--- src/inc/reset_seq_pkg.sv ---
// Constants shared by the reset and watchdog sequencer
package reset_seq_pkg;
    // Core clock rate
    localparam real CLK_FREQ_MHZ   = 250.0;
    // Timing figures in their own units
    localparam real RC_STAB_US     = 100.0;
    localparam real XTAL_STAB_MS   = 0.75;
    localparam real SW_PULSE_US    = 1.0;
    localparam real LINE_RISE_US   = 100.0;
    // Least times round up, longest times round down
    localparam int  RC_STAB_CYC    = int'($ceil(RC_STAB_US * CLK_FREQ_MHZ));
    localparam int  XTAL_STAB_CYC  = int'($ceil(XTAL_STAB_MS * 1000.0 * CLK_FREQ_MHZ));
    localparam int  SW_PULSE_CYC   = int'($ceil(SW_PULSE_US * CLK_FREQ_MHZ));
    localparam int  LINE_RISE_CYC  = int'($floor(LINE_RISE_US * CLK_FREQ_MHZ));
    localparam int  CNT_W          = 18;
    // Register offsets
    localparam logic [7:0] ADDR_CTRL   = 8'h00;
    localparam logic [7:0] ADDR_WDOG   = 8'h04;
    localparam logic [7:0] ADDR_BOD    = 8'h08;
    localparam logic [7:0] ADDR_STATUS = 8'h0c;
    // Control register fields
    localparam int  CTRL_SW_RST    = 0;
    localparam int  CTRL_SW_DRIVE  = 1;
    localparam int  CTRL_LINE_DRV  = 2;
    // Watchdog register fields
    localparam int  WDOG_EN        = 0;
    localparam int  WDOG_SEL_LSB   = 4;
    localparam int  WDOG_RESTART   = 8;
    localparam int  WDOG_SEL_W     = 4;
    localparam logic [3:0] WDOG_SEL_MAX = 4'hb;
    localparam int  WDOG_BASE_SH   = 8;
    localparam int  WDOG_CNT_W     = 20;
    // Brown-out register fields
    localparam int  BOD_THR_LSB    = 0;
    localparam int  BOD_RST_EN     = 4;
    localparam int  BOD_FALL_EN    = 5;
    localparam int  BOD_RISE_EN    = 6;
    // Threshold codes
    localparam logic [1:0] BOD_THR_2V0 = 2'h0;
    localparam logic [1:0] BOD_THR_2V3 = 2'h1;
    localparam logic [1:0] BOD_THR_2V7 = 2'h2;
    localparam logic [1:0] BOD_THR_3V0 = 2'h3;
    // Status register fields
    localparam int  ST_CAUSE_LSB   = 0;
    localparam int  ST_WDOG_FIRED  = 4;
    localparam int  ST_BOD_BELOW   = 5;
    localparam int  ST_LINE_LVL    = 6;
    localparam int  ST_RUNNING     = 7;
    // Reset cause codes
    localparam logic [2:0] CAUSE_POR   = 3'h0;
    localparam logic [2:0] CAUSE_EXT   = 3'h1;
    localparam logic [2:0] CAUSE_SW    = 3'h2;
    localparam logic [2:0] CAUSE_WDOG  = 3'h3;
    localparam logic [2:0] CAUSE_BOD   = 3'h4;
    localparam logic [2:0] CAUSE_LINE  = 3'h5;
    // CPU start address after reset
    localparam logic [7:0] RESET_VECTOR = 8'h38;
    // Sequencer states
    typedef enum logic [2:0] {
        ST_HOLD,
        ST_RC_WAIT,
        ST_XTAL_WAIT,
        ST_RUN,
        ST_SW_PULSE
    } seq_state_t;
endpackage

--- src/reset_watchdog_sequencer.sv ---
// Chip reset sequencer with reset line control, brown-out and watchdog
module reset_watchdog_sequencer #(
    parameter int RC_CYC       = reset_seq_pkg::RC_STAB_CYC,
    parameter int XTAL_CYC     = reset_seq_pkg::XTAL_STAB_CYC,
    parameter int RISE_CYC     = reset_seq_pkg::LINE_RISE_CYC,
    parameter int SW_CYC       = reset_seq_pkg::SW_PULSE_CYC,
    parameter int LINE_MIN_CYC = 8
) (
    // Clock, reset and enable
    input  wire logic        i_core_clk,
    input  wire logic        i_rst_n,
    input  wire logic        i_ce,
    // Supply monitors
    input  wire logic        i_por_ok,
    input  wire logic        i_bod_below,
    input  wire logic [1:0]  i_fuse_bod_thr,
    // Shared reset line
    input  wire logic        i_line_in,
    output logic             o_line_out,
    output logic             o_line_oe,
    // Power state and timebase
    input  wire logic        i_tick32k,
    input  wire logic        i_sleep,
    input  wire logic        i_debug_stall,
    input  wire logic        i_wake,
    // Register port
    input  wire logic [7:0]  i_addr,
    input  wire logic [31:0] i_wdata,
    input  wire logic        i_wr,
    input  wire logic        i_rd,
    output logic [31:0]      o_rdata,
    // Chip control outputs
    output logic             o_xtal_en,
    output logic             o_logic_pwr_en,
    output logic             o_core_rst_n,
    output logic             o_ram_invalid,
    output logic [7:0]       o_boot_vector,
    output logic [1:0]       o_bod_thr,
    output logic             o_bod_irq
);

    localparam int CW = reset_seq_pkg::CNT_W;
    localparam int WW = reset_seq_pkg::WDOG_CNT_W;

    // Watchdog terminal count for a period select
    function automatic logic [WW-1:0] wdog_limit(input logic [3:0] sel);
        logic [WW-1:0] one;
        one = {{(WW-1){1'b0}}, 1'b1};
        return (one << (5'(sel) + 5'(reset_seq_pkg::WDOG_BASE_SH))) - one;
    endfunction

    // Counter terminal test
    function automatic logic at_end(input logic [CW-1:0] cnt, input int lim);
        return cnt == CW'(lim - 1);
    endfunction

    reset_seq_pkg::seq_state_t state_reg;
    reset_seq_pkg::seq_state_t state_next;

    logic [CW-1:0] cnt_reg;
    logic [CW-1:0] rise_cnt_reg;
    logic [7:0]    ext_cnt_reg;
    logic [2:0]    cause_reg;
    logic [2:0]    cause_next;
    logic          cause_load;
    logic          line_oe_reg;
    logic          rise_act_reg;
    logic          sync1_reg;
    logic          sync2_reg;
    logic          sw_drive_reg;
    logic          line_drv_reg;
    logic          wdog_en_reg;
    logic [3:0]    wdog_sel_reg;
    logic [WW-1:0] wdog_cnt_reg;
    logic          wdog_fired_reg;
    logic [1:0]    bod_thr_reg;
    logic          bod_rst_en_reg;
    logic          bod_fall_en_reg;
    logic          bod_rise_en_reg;
    logic          bod_prev_reg;
    logic          bod_irq_reg;
    logic          ram_inv_reg;
    logic [31:0]   rdata_reg;

    // Decodes
    wire running    = state_reg == reset_seq_pkg::ST_RUN;
    wire in_seq     = (state_reg == reset_seq_pkg::ST_HOLD) ||
                      (state_reg == reset_seq_pkg::ST_RC_WAIT) ||
                      (state_reg == reset_seq_pkg::ST_XTAL_WAIT);
    wire wr_ctrl    = i_wr && running && (i_addr == reset_seq_pkg::ADDR_CTRL);
    wire wr_wdog    = i_wr && running && (i_addr == reset_seq_pkg::ADDR_WDOG);
    wire wr_bod     = i_wr && running && (i_addr == reset_seq_pkg::ADDR_BOD);
    wire wr_status  = i_wr && running && (i_addr == reset_seq_pkg::ADDR_STATUS);
    wire sw_req     = wr_ctrl && i_wdata[reset_seq_pkg::CTRL_SW_RST];
    wire wdog_kick  = wr_wdog && i_wdata[reset_seq_pkg::WDOG_RESTART];
    wire [3:0] wsel_in  = i_wdata[reset_seq_pkg::WDOG_SEL_LSB +: reset_seq_pkg::WDOG_SEL_W];
    wire [3:0] wsel_lim = (wsel_in > reset_seq_pkg::WDOG_SEL_MAX) ?
                          reset_seq_pkg::WDOG_SEL_MAX : wsel_in;

    // External line low, ignoring our own drive and the rise window
    wire ext_low    = !i_line_in && !line_oe_reg && !rise_act_reg;
    wire line_rst   = ext_cnt_reg == 8'(LINE_MIN_CYC);
    wire rise_tmo   = rise_act_reg && !i_line_in && at_end(rise_cnt_reg, RISE_CYC);

    // Brown-out monitor is awake or in doze only
    wire bod_live   = running && !i_sleep;
    wire bod_rst    = bod_live && bod_rst_en_reg && i_bod_below;
    wire bod_fall   = bod_live && i_bod_below && !bod_prev_reg && bod_fall_en_reg;
    wire bod_rise   = bod_live && !i_bod_below && bod_prev_reg && bod_rise_en_reg;

    // Watchdog stalls in sleep and under the debugger
    wire wdog_run   = running && wdog_en_reg && !i_sleep && !i_debug_stall;
    wire wdog_exp   = wdog_run && i_tick32k &&
                      (wdog_cnt_reg == wdog_limit(wdog_sel_reg));

    // Conditions that keep the chip in reset
    wire hold_cause = !i_por_ok || line_rst || i_bod_below;

    // Line drive: power-on sequence, software pulse, or software hold
    wire oe_next    = (in_seq && (cause_reg == reset_seq_pkg::CAUSE_POR)) ||
                      (state_reg == reset_seq_pkg::ST_SW_PULSE) ||
                      (running && line_drv_reg);

    // Asynchronous assertion of internal reset
    wire core_arst_n = i_rst_n && i_por_ok && running;

    // Sequencer next state
    always_comb begin
        state_next = state_reg;
        cause_next = cause_reg;
        cause_load = 1'b0;
        case (state_reg)
            reset_seq_pkg::ST_HOLD: begin
                if (!hold_cause) begin
                    state_next = reset_seq_pkg::ST_RC_WAIT;
                end
            end
            reset_seq_pkg::ST_RC_WAIT: begin
                if (hold_cause) begin
                    state_next = reset_seq_pkg::ST_HOLD;
                end else if (at_end(cnt_reg, RC_CYC)) begin
                    state_next = reset_seq_pkg::ST_XTAL_WAIT;
                end
            end
            reset_seq_pkg::ST_XTAL_WAIT: begin
                if (hold_cause) begin
                    state_next = reset_seq_pkg::ST_HOLD;
                end else if (at_end(cnt_reg, XTAL_CYC)) begin
                    state_next = reset_seq_pkg::ST_RUN;
                end
            end
            reset_seq_pkg::ST_RUN: begin
                cause_load = 1'b1;
                if (!i_por_ok) begin
                    cause_next = reset_seq_pkg::CAUSE_POR;
                    state_next = reset_seq_pkg::ST_HOLD;
                end else if (line_rst) begin
                    cause_next = reset_seq_pkg::CAUSE_EXT;
                    state_next = reset_seq_pkg::ST_HOLD;
                end else if (bod_rst) begin
                    cause_next = reset_seq_pkg::CAUSE_BOD;
                    state_next = reset_seq_pkg::ST_HOLD;
                end else if (wdog_exp) begin
                    cause_next = reset_seq_pkg::CAUSE_WDOG;
                    state_next = reset_seq_pkg::ST_HOLD;
                end else if (rise_tmo) begin
                    cause_next = reset_seq_pkg::CAUSE_LINE;
                    state_next = reset_seq_pkg::ST_HOLD;
                end else if (sw_req) begin
                    cause_next = reset_seq_pkg::CAUSE_SW;
                    state_next = i_wdata[reset_seq_pkg::CTRL_SW_DRIVE] || sw_drive_reg ?
                                 reset_seq_pkg::ST_SW_PULSE : reset_seq_pkg::ST_HOLD;
                end else begin
                    cause_load = 1'b0;
                end
            end
            reset_seq_pkg::ST_SW_PULSE: begin
                if (at_end(cnt_reg, SW_CYC)) begin
                    state_next = reset_seq_pkg::ST_HOLD;
                end
            end
            default: begin
                state_next = reset_seq_pkg::ST_HOLD;
            end
        endcase
    end

    // Sequencer state, phase counter and cause
    always_ff @(posedge i_core_clk or negedge i_rst_n) begin
        if (!i_rst_n) begin
            state_reg <= reset_seq_pkg::ST_HOLD;
            cnt_reg   <= '0;
            cause_reg <= reset_seq_pkg::CAUSE_POR;
        end else if (i_ce) begin
            state_reg <= state_next;
            cnt_reg   <= (state_next != state_reg) ? '0 : cnt_reg + CW'(1);
            if (cause_load) begin
                cause_reg <= cause_next;
            end
        end
    end

    // Release of internal reset passes a two-flop synchroniser
    always_ff @(posedge i_core_clk or negedge core_arst_n) begin
        if (!core_arst_n) begin
            sync1_reg <= 1'b0;
            sync2_reg <= 1'b0;
        end else if (i_ce) begin
            sync1_reg <= 1'b1;
            sync2_reg <= sync1_reg;
        end
    end

    // Line drive and rise supervision
    always_ff @(posedge i_core_clk or negedge i_rst_n) begin
        if (!i_rst_n) begin
            line_oe_reg  <= 1'b0;
            rise_act_reg <= 1'b0;
            rise_cnt_reg <= '0;
        end else if (i_ce) begin
            line_oe_reg <= oe_next;
            if (line_oe_reg && !oe_next) begin
                rise_act_reg <= 1'b1;
                rise_cnt_reg <= '0;
            end else if (rise_act_reg && (i_line_in || rise_tmo || oe_next)) begin
                rise_act_reg <= 1'b0;
            end else if (rise_act_reg) begin
                rise_cnt_reg <= rise_cnt_reg + CW'(1);
            end
        end
    end

    // Low-pulse filter on the external reset line
    always_ff @(posedge i_core_clk or negedge i_rst_n) begin
        if (!i_rst_n) begin
            ext_cnt_reg <= '0;
        end else if (i_ce) begin
            if (!ext_low) begin
                ext_cnt_reg <= '0;
            end else if (!line_rst) begin
                ext_cnt_reg <= ext_cnt_reg + 8'h01;
            end
        end
    end

    // Control and brown-out configuration, defaults while in reset
    always_ff @(posedge i_core_clk or negedge i_rst_n) begin
        if (!i_rst_n) begin
            sw_drive_reg    <= 1'b1;
            line_drv_reg    <= 1'b0;
            bod_thr_reg     <= reset_seq_pkg::BOD_THR_2V3;
            bod_rst_en_reg  <= 1'b1;
            bod_fall_en_reg <= 1'b0;
            bod_rise_en_reg <= 1'b0;
        end else if (i_ce) begin
            if (!running) begin
                sw_drive_reg    <= 1'b1;
                line_drv_reg    <= 1'b0;
                bod_thr_reg     <= i_fuse_bod_thr;
                bod_rst_en_reg  <= 1'b1;
                bod_fall_en_reg <= 1'b0;
                bod_rise_en_reg <= 1'b0;
            end else begin
                if (wr_ctrl) begin
                    sw_drive_reg <= i_wdata[reset_seq_pkg::CTRL_SW_DRIVE];
                    line_drv_reg <= i_wdata[reset_seq_pkg::CTRL_LINE_DRV];
                end
                if (wr_bod) begin
                    bod_thr_reg     <= i_wdata[reset_seq_pkg::BOD_THR_LSB +: 2];
                    bod_rst_en_reg  <= i_wdata[reset_seq_pkg::BOD_RST_EN];
                    bod_fall_en_reg <= i_wdata[reset_seq_pkg::BOD_FALL_EN];
                    bod_rise_en_reg <= i_wdata[reset_seq_pkg::BOD_RISE_EN];
                end
            end
        end
    end

    // Brown-out edge events
    always_ff @(posedge i_core_clk or negedge i_rst_n) begin
        if (!i_rst_n) begin
            bod_prev_reg <= 1'b0;
            bod_irq_reg  <= 1'b0;
        end else if (i_ce) begin
            bod_prev_reg <= i_bod_below;
            bod_irq_reg  <= bod_fall || bod_rise;
        end
    end

    // Watchdog configuration and counter
    always_ff @(posedge i_core_clk or negedge i_rst_n) begin
        if (!i_rst_n) begin
            wdog_en_reg  <= 1'b1;
            wdog_sel_reg <= reset_seq_pkg::WDOG_SEL_MAX;
            wdog_cnt_reg <= '0;
        end else if (i_ce) begin
            if (!running || i_wake) begin
                wdog_en_reg  <= 1'b1;
                wdog_sel_reg <= reset_seq_pkg::WDOG_SEL_MAX;
                wdog_cnt_reg <= '0;
            end else if (wr_wdog) begin
                wdog_en_reg  <= i_wdata[reset_seq_pkg::WDOG_EN];
                wdog_sel_reg <= wsel_lim;
                if (wdog_kick) begin
                    wdog_cnt_reg <= '0;
                end
            end else if (wdog_run && i_tick32k) begin
                wdog_cnt_reg <= wdog_cnt_reg + WW'(1);
            end
        end
    end

    // Watchdog flag kept across chip reset; set wins over clear
    always_ff @(posedge i_core_clk or negedge i_rst_n) begin
        if (!i_rst_n) begin
            wdog_fired_reg <= 1'b0;
        end else if (i_ce) begin
            if (wdog_exp) begin
                wdog_fired_reg <= 1'b1;
            end else if (wr_status && i_wdata[reset_seq_pkg::ST_WDOG_FIRED]) begin
                wdog_fired_reg <= 1'b0;
            end
        end
    end

    // RAM invalid marker across reset sequence
    always_ff @(posedge i_core_clk or negedge i_rst_n) begin
        if (!i_rst_n) begin
            ram_inv_reg <= 1'b1;
        end else if (i_ce) begin
            ram_inv_reg <= !running;
        end
    end

    // Read mux
    wire [31:0] rd_ctrl = {29'h0, line_drv_reg, sw_drive_reg, 1'b0};
    wire [31:0] rd_wdog = {23'h0, 1'b0, wdog_sel_reg, 3'h0, wdog_en_reg};
    wire [31:0] rd_bod  = {25'h0, bod_rise_en_reg, bod_fall_en_reg, bod_rst_en_reg,
                           2'h0, bod_thr_reg};
    wire [31:0] rd_stat = {24'h0, running, i_line_in, i_bod_below, wdog_fired_reg,
                           1'b0, cause_reg};
    wire [31:0] rd_mux  = (i_addr == reset_seq_pkg::ADDR_CTRL)   ? rd_ctrl :
                          (i_addr == reset_seq_pkg::ADDR_WDOG)   ? rd_wdog :
                          (i_addr == reset_seq_pkg::ADDR_BOD)    ? rd_bod  :
                          (i_addr == reset_seq_pkg::ADDR_STATUS) ? rd_stat : 32'h0;

    always_ff @(posedge i_core_clk or negedge i_rst_n) begin
        if (!i_rst_n) begin
            rdata_reg <= 32'h0;
        end else if (i_ce) begin
            rdata_reg <= i_rd ? rd_mux : 32'h0;
        end
    end

    // Outputs
    assign o_line_out     = 1'b0;
    assign o_line_oe      = line_oe_reg;
    assign o_xtal_en      = (state_reg == reset_seq_pkg::ST_XTAL_WAIT) || running;
    assign o_logic_pwr_en = o_xtal_en;
    assign o_core_rst_n   = sync2_reg;
    assign o_ram_invalid  = ram_inv_reg;
    assign o_boot_vector  = reset_seq_pkg::RESET_VECTOR;
    assign o_bod_thr      = bod_thr_reg;
    assign o_bod_irq      = bod_irq_reg;
    assign o_rdata        = rdata_reg;

endmodule

--- config.mk ---
export PLATFORM = sky130hd
export DESIGN_NAME = reset_watchdog_sequencer
export DESIGN_NICKNAME = d
export VERILOG_FILES = /design/src/inc/reset_seq_pkg.sv /design/src/reset_watchdog_sequencer.sv
export SDC_FILE = /design/constraint.sdc
export NUM_CORES = 1
export LEC_CHECK = 0
export BUFFER_PORTS_ARGS = -buffer_cell sky130_fd_sc_hd__buf_2
export CORE_ASPECT_RATIO = 0.9
export CORE_MARGIN = 5
export CORE_UTILIZATION = 41
export CTS_BUF_LIST = sky130_fd_sc_hd__clkbuf_2 sky130_fd_sc_hd__clkbuf_4 sky130_fd_sc_hd__clkbuf_8
export CTS_CLUSTER_DIAMETER = 80
export CTS_CLUSTER_SIZE = 28
export DETAILED_ROUTE_END_ITERATION = 7
export PLACE_DENSITY = 0.58
export SYNTH_ARGS = -nofsm -noshare
export SYNTH_HDL_FRONTEND = slang
export SYNTH_SLANG_ARGS = --single-unit
export TNS_END_PERCENT = 1
--- constraint.sdc ---
create_clock -name i_core_clk -period 1.75 [get_ports i_core_clk]
set_input_delay 0.175 -clock i_core_clk [delete_from_list [all_inputs] [get_ports i_core_clk]]
set_output_delay 0.175 -clock i_core_clk [all_outputs]
set_load 0.05 [all_outputs]
==> reports/results.ini <==
[logic_synthesis]
netlist.top_cell.by_area=dfrtp_1
ys_top_cells_by_area=dfrtp_1, o21ai_0, buf_4
netlist.area_leader.share_pct=37.4
netlist_area_mm2=0.00595
ys_seq_elements=97
yosysWarningCount=0
ys.flop_type=dfrtp_1
ys_seq_area_share_pct=41.0
async_reset_ff_share_pct=100
synth_edf_count=0
synth_cell_types=66
avgSynthCellArea_um2=8.70
syn_inst=684

[final_layout]
largest_reg_flops=20
fin_nets=948
n_antenna_cell=0
syn_to_final_growth_pct=34.4
layout-drive-gt1-share_pct=35.3
final_cells=1085
n_fill_cell=1281

[job]
maxCapViolCount=0

[power]
clockPowerShare_pct=33.1
power.density_mw_per_mm2=578
peakVddDrop_mv=0.358
p_seq_share_pct=50.4
p_sw_share_pct=29.1
power.total_mw=4.62
p_int_mw=3.28
p_sw_mw=1.35
p_leak_nw=3.75
combPwrFrac_pct=16.6

[setup_path]
worstPathMaxFanout=5
cpMaxStageDelayCell=dfstp_2
worstPathRequired_ns=2.02
end_kind=register
slowest_delay_ns=0.60
crit_chain=buf_6, o21ai_0, xor2_1, nand3_1, or4_4, o211ai_4, and3_4, mux2_2
crit_type=reg -> reg
worstPathArrival_ns=2.97
start_kind=register

[clock_network]
cts_buffers=9
clk_pin_slew_ns=0.10
cts_tree=built
root_buffer=clkbuf_8
htreeDepth=3
clk_path_buf_depth=2
worstSkewPairLatency_ns=0.38
clock-sinks=97

[global_route]
grt_use_total_pct=19.7
grt_pass1_wl_um=27600
antenna_found_initial=0
overflow=0
grt_pass1_vias=5809
grt_max_degree=47

[sta]
finalClockSkew_ns=0.00888
min_period_ns=2.70
timing.final.ws_setup_ns=-0.950
layout_worst_path_cycle_share_pct=154
rsz0062_at_grt=yes
maxSlewHeadroom_pct=57.7
hold_viol=0
slew_violations=0
setup_violations=69
setup_tns_ns=-31.49
worst_slew_pin_slew_ns=0.634
max_freq_mhz=370

[floorplan]
rows=41
io_pins=103
die_w_um=137
die_area_mm2=0.0170
core_area_mm2=0.0141
die_h_um=124
initial_core_util_pct=42.2

[route]
ant_nets=0
drt_iter0_drc=290
wl_per_cell_um=15.2
dr.pass1.iters=4
viasPerCell=5.20
vias=5641
drc=0
drt-total-wl_um=16500

[placement]
place_ws_ns=-1.02
place_hpwl_um=12300
port_buffers=44
placed_cells=1060
gp_congestion=0.903

[run_status]
violations=setup timing
status=finished with violations

[worst_hold_path]
hp-class=in -> reg

[placed cells by master (no fill, tap or decap), types with 4 or more instances in the layout]
master,netlist,routed
xor2_1,25,25
conb_1,2,34
mux2_2,7,7
clkbuf_8,0,10
o2bb2ai_1,6,6
nand4_1,19,19
nor2b_1,7,6
nor2_2,10,13
nand2_1,67,67
nand2b_1,8,7
ha_1,7,6
nor2_1,59,56
and4_1,7,7
buf_6,2,7
mux2i_1,5,5
nor4_2,0,4
a21oi_1,27,22
dfrtp_1,89,88
a22o_1,4,4
or4_4,0,4
inv_1,21,21
and3_1,17,16
nor3_1,11,8
nor4_1,11,7
nor4bb_1,6,4
buf_2,4,44
o21ai_0,58,52
dfstp_2,8,8
o21ai_1,0,6
and3b_1,4,4
nand3_1,37,35
or3_1,15,14
or2_2,6,5
nand3b_1,4,4
buf_4,35,170
xnor2_1,11,11
[kinds of logic (layout without fill, tap and decap cells)]
logic type | after synthesis | after routing | share of synthesized area, %
AO/OA/AOI/OAI | 134 | 134 | 14.3
other | 2 | 34 | 0.126
flip-flops | 97 | 97 | 41.0
multiplexers | 12 | 12 | 2.17
XOR/XNOR | 36 | 36 | 5.30
buffers and inverters | 88 | 264 | 8.10
adder cells (fa/ha/maj) | 7 | 7 | 1.47
AND/OR/NAND/NOR | 308 | 308 | 27.6
[power by group through the flow]
stage / clock, mW / combinational [mW] / sequential, mW
2_1_floorplan: 0 / 0.453 / 2.38
3_3_place_gp: 0 / 0.689 / 2.37
3_5_place_dp: 0 / 0.700 / 2.37
4_1_cts: 1.60 / 0.738 / 2.33
5_1_grt: 1.68 / 0.832 / 2.33
6_report: 1.53 / 0.765 / 2.33
[through the flow]
stage	hold WS [ns]	util, %	instance area, um^2
final	0.0570	56.7	8000
after detailed placement	0.0329	53.0	7470
after floorplan	-0.121	-	6090
after CTS	0.0376	55.8	7880
after global placement	0.0353	53.0	7470
after global routing	0.0338	56.7	8000
[synthesized netlist by cell type, drive strengths merged (3+ instances only)]
library cell	number
nand2b	8
o2bb2ai	6
nor2	69
mux2	7
or2	6
and2	4
ha	7
a21oi	28
clkbuf	25
inv	22
nor4bb	6
buf	41
o21ai	60
a22o	4
xnor2	11
and3	17
or4	7
nor3	11
nor4	11
nand3b	4
nand3	37
o21a	4
and3b	4
o211ai	3
a211oi	3
nor2b	7
dfrtp	89
and4	7
dfstp	8
mux2i	5
nor3b	3
o22ai	3
xor2	25
nand4	19
nand2	67
or3	15
[per-layer routing]
metal | GRT usage [%] | routed length [um]
met1 | 26.2 | 7570
met2 | 32.3 | 7980
met3 | 4.52 | 702
met4 | 5.22 | 222
met5 | 0 | 0
[critical path, delay by kind of cell (launching register included)]
family	cells	cell delay, ns
AO/OA/AOI/OAI	2	0.35
XOR/XNOR	1	0.24
flip-flops	1	0.60
multiplexers	1	0.33
AND/OR/NAND/NOR	3	0.94
buffers and inverters	1	0.12
[cell type report]
class,count,area (um^2),share of cell area [%]
multi-input cells,531,3380,42.3
flip-flops and latches,97,2440,30.5
repair buffers,226,1660,20.7
well taps,193,241,3.02
clock buffers,11,145,1.82
inverters,22,82.6,1.03
clock inverters,5,53.8,0.673
[what timing repair did]
| action | 4_1_cts | 5_1_grt |
|---|---|---|
| setup endpoints to repair | 69 | 77 |
| endpoints found under the hold margin | 89 | 0 |
| setup buffers | 4 | 2 |
| pin swaps | 32 | 10 |
| gates cloned | 0 | 1 |
| gates resized for setup | 31 | 25 |
| hold buffers | 2 | 0 |
[path summary, 6_finish.rpt]
check / to / slack (ns) / start / cells after the start
worst max-delay path: cause_reg[2]$_DFFE_PN0P_ / -0.95 / wdog_sel_reg[1]$_DFFE_PN1P_ / 8
worst min-delay path: bod_fall_en_reg$_DFFE_PN0P_ / 0.06 / i_wdata[5] / 3
worst max register to register: cause_reg[2]$_DFFE_PN0P_ / -0.95 / wdog_sel_reg[1]$_DFFE_PN1P_ / 8
worst min register to register: sync1_reg$_DFFE_PN0P_ / 0.47 / sync1_reg$_DFFE_PN0P_ / 1
max in group asynchronous: sync1_reg$_DFFE_PN0P_ / 0.64 / state_reg[2]$_DFFE_PN0P_ / 5
min in group asynchronous: wdog_cnt_reg[8]$_DFFE_PN0P_ / 0.18 / i_rst_n / 2
No activity file was read; power rests on OpenSTA's default activity.
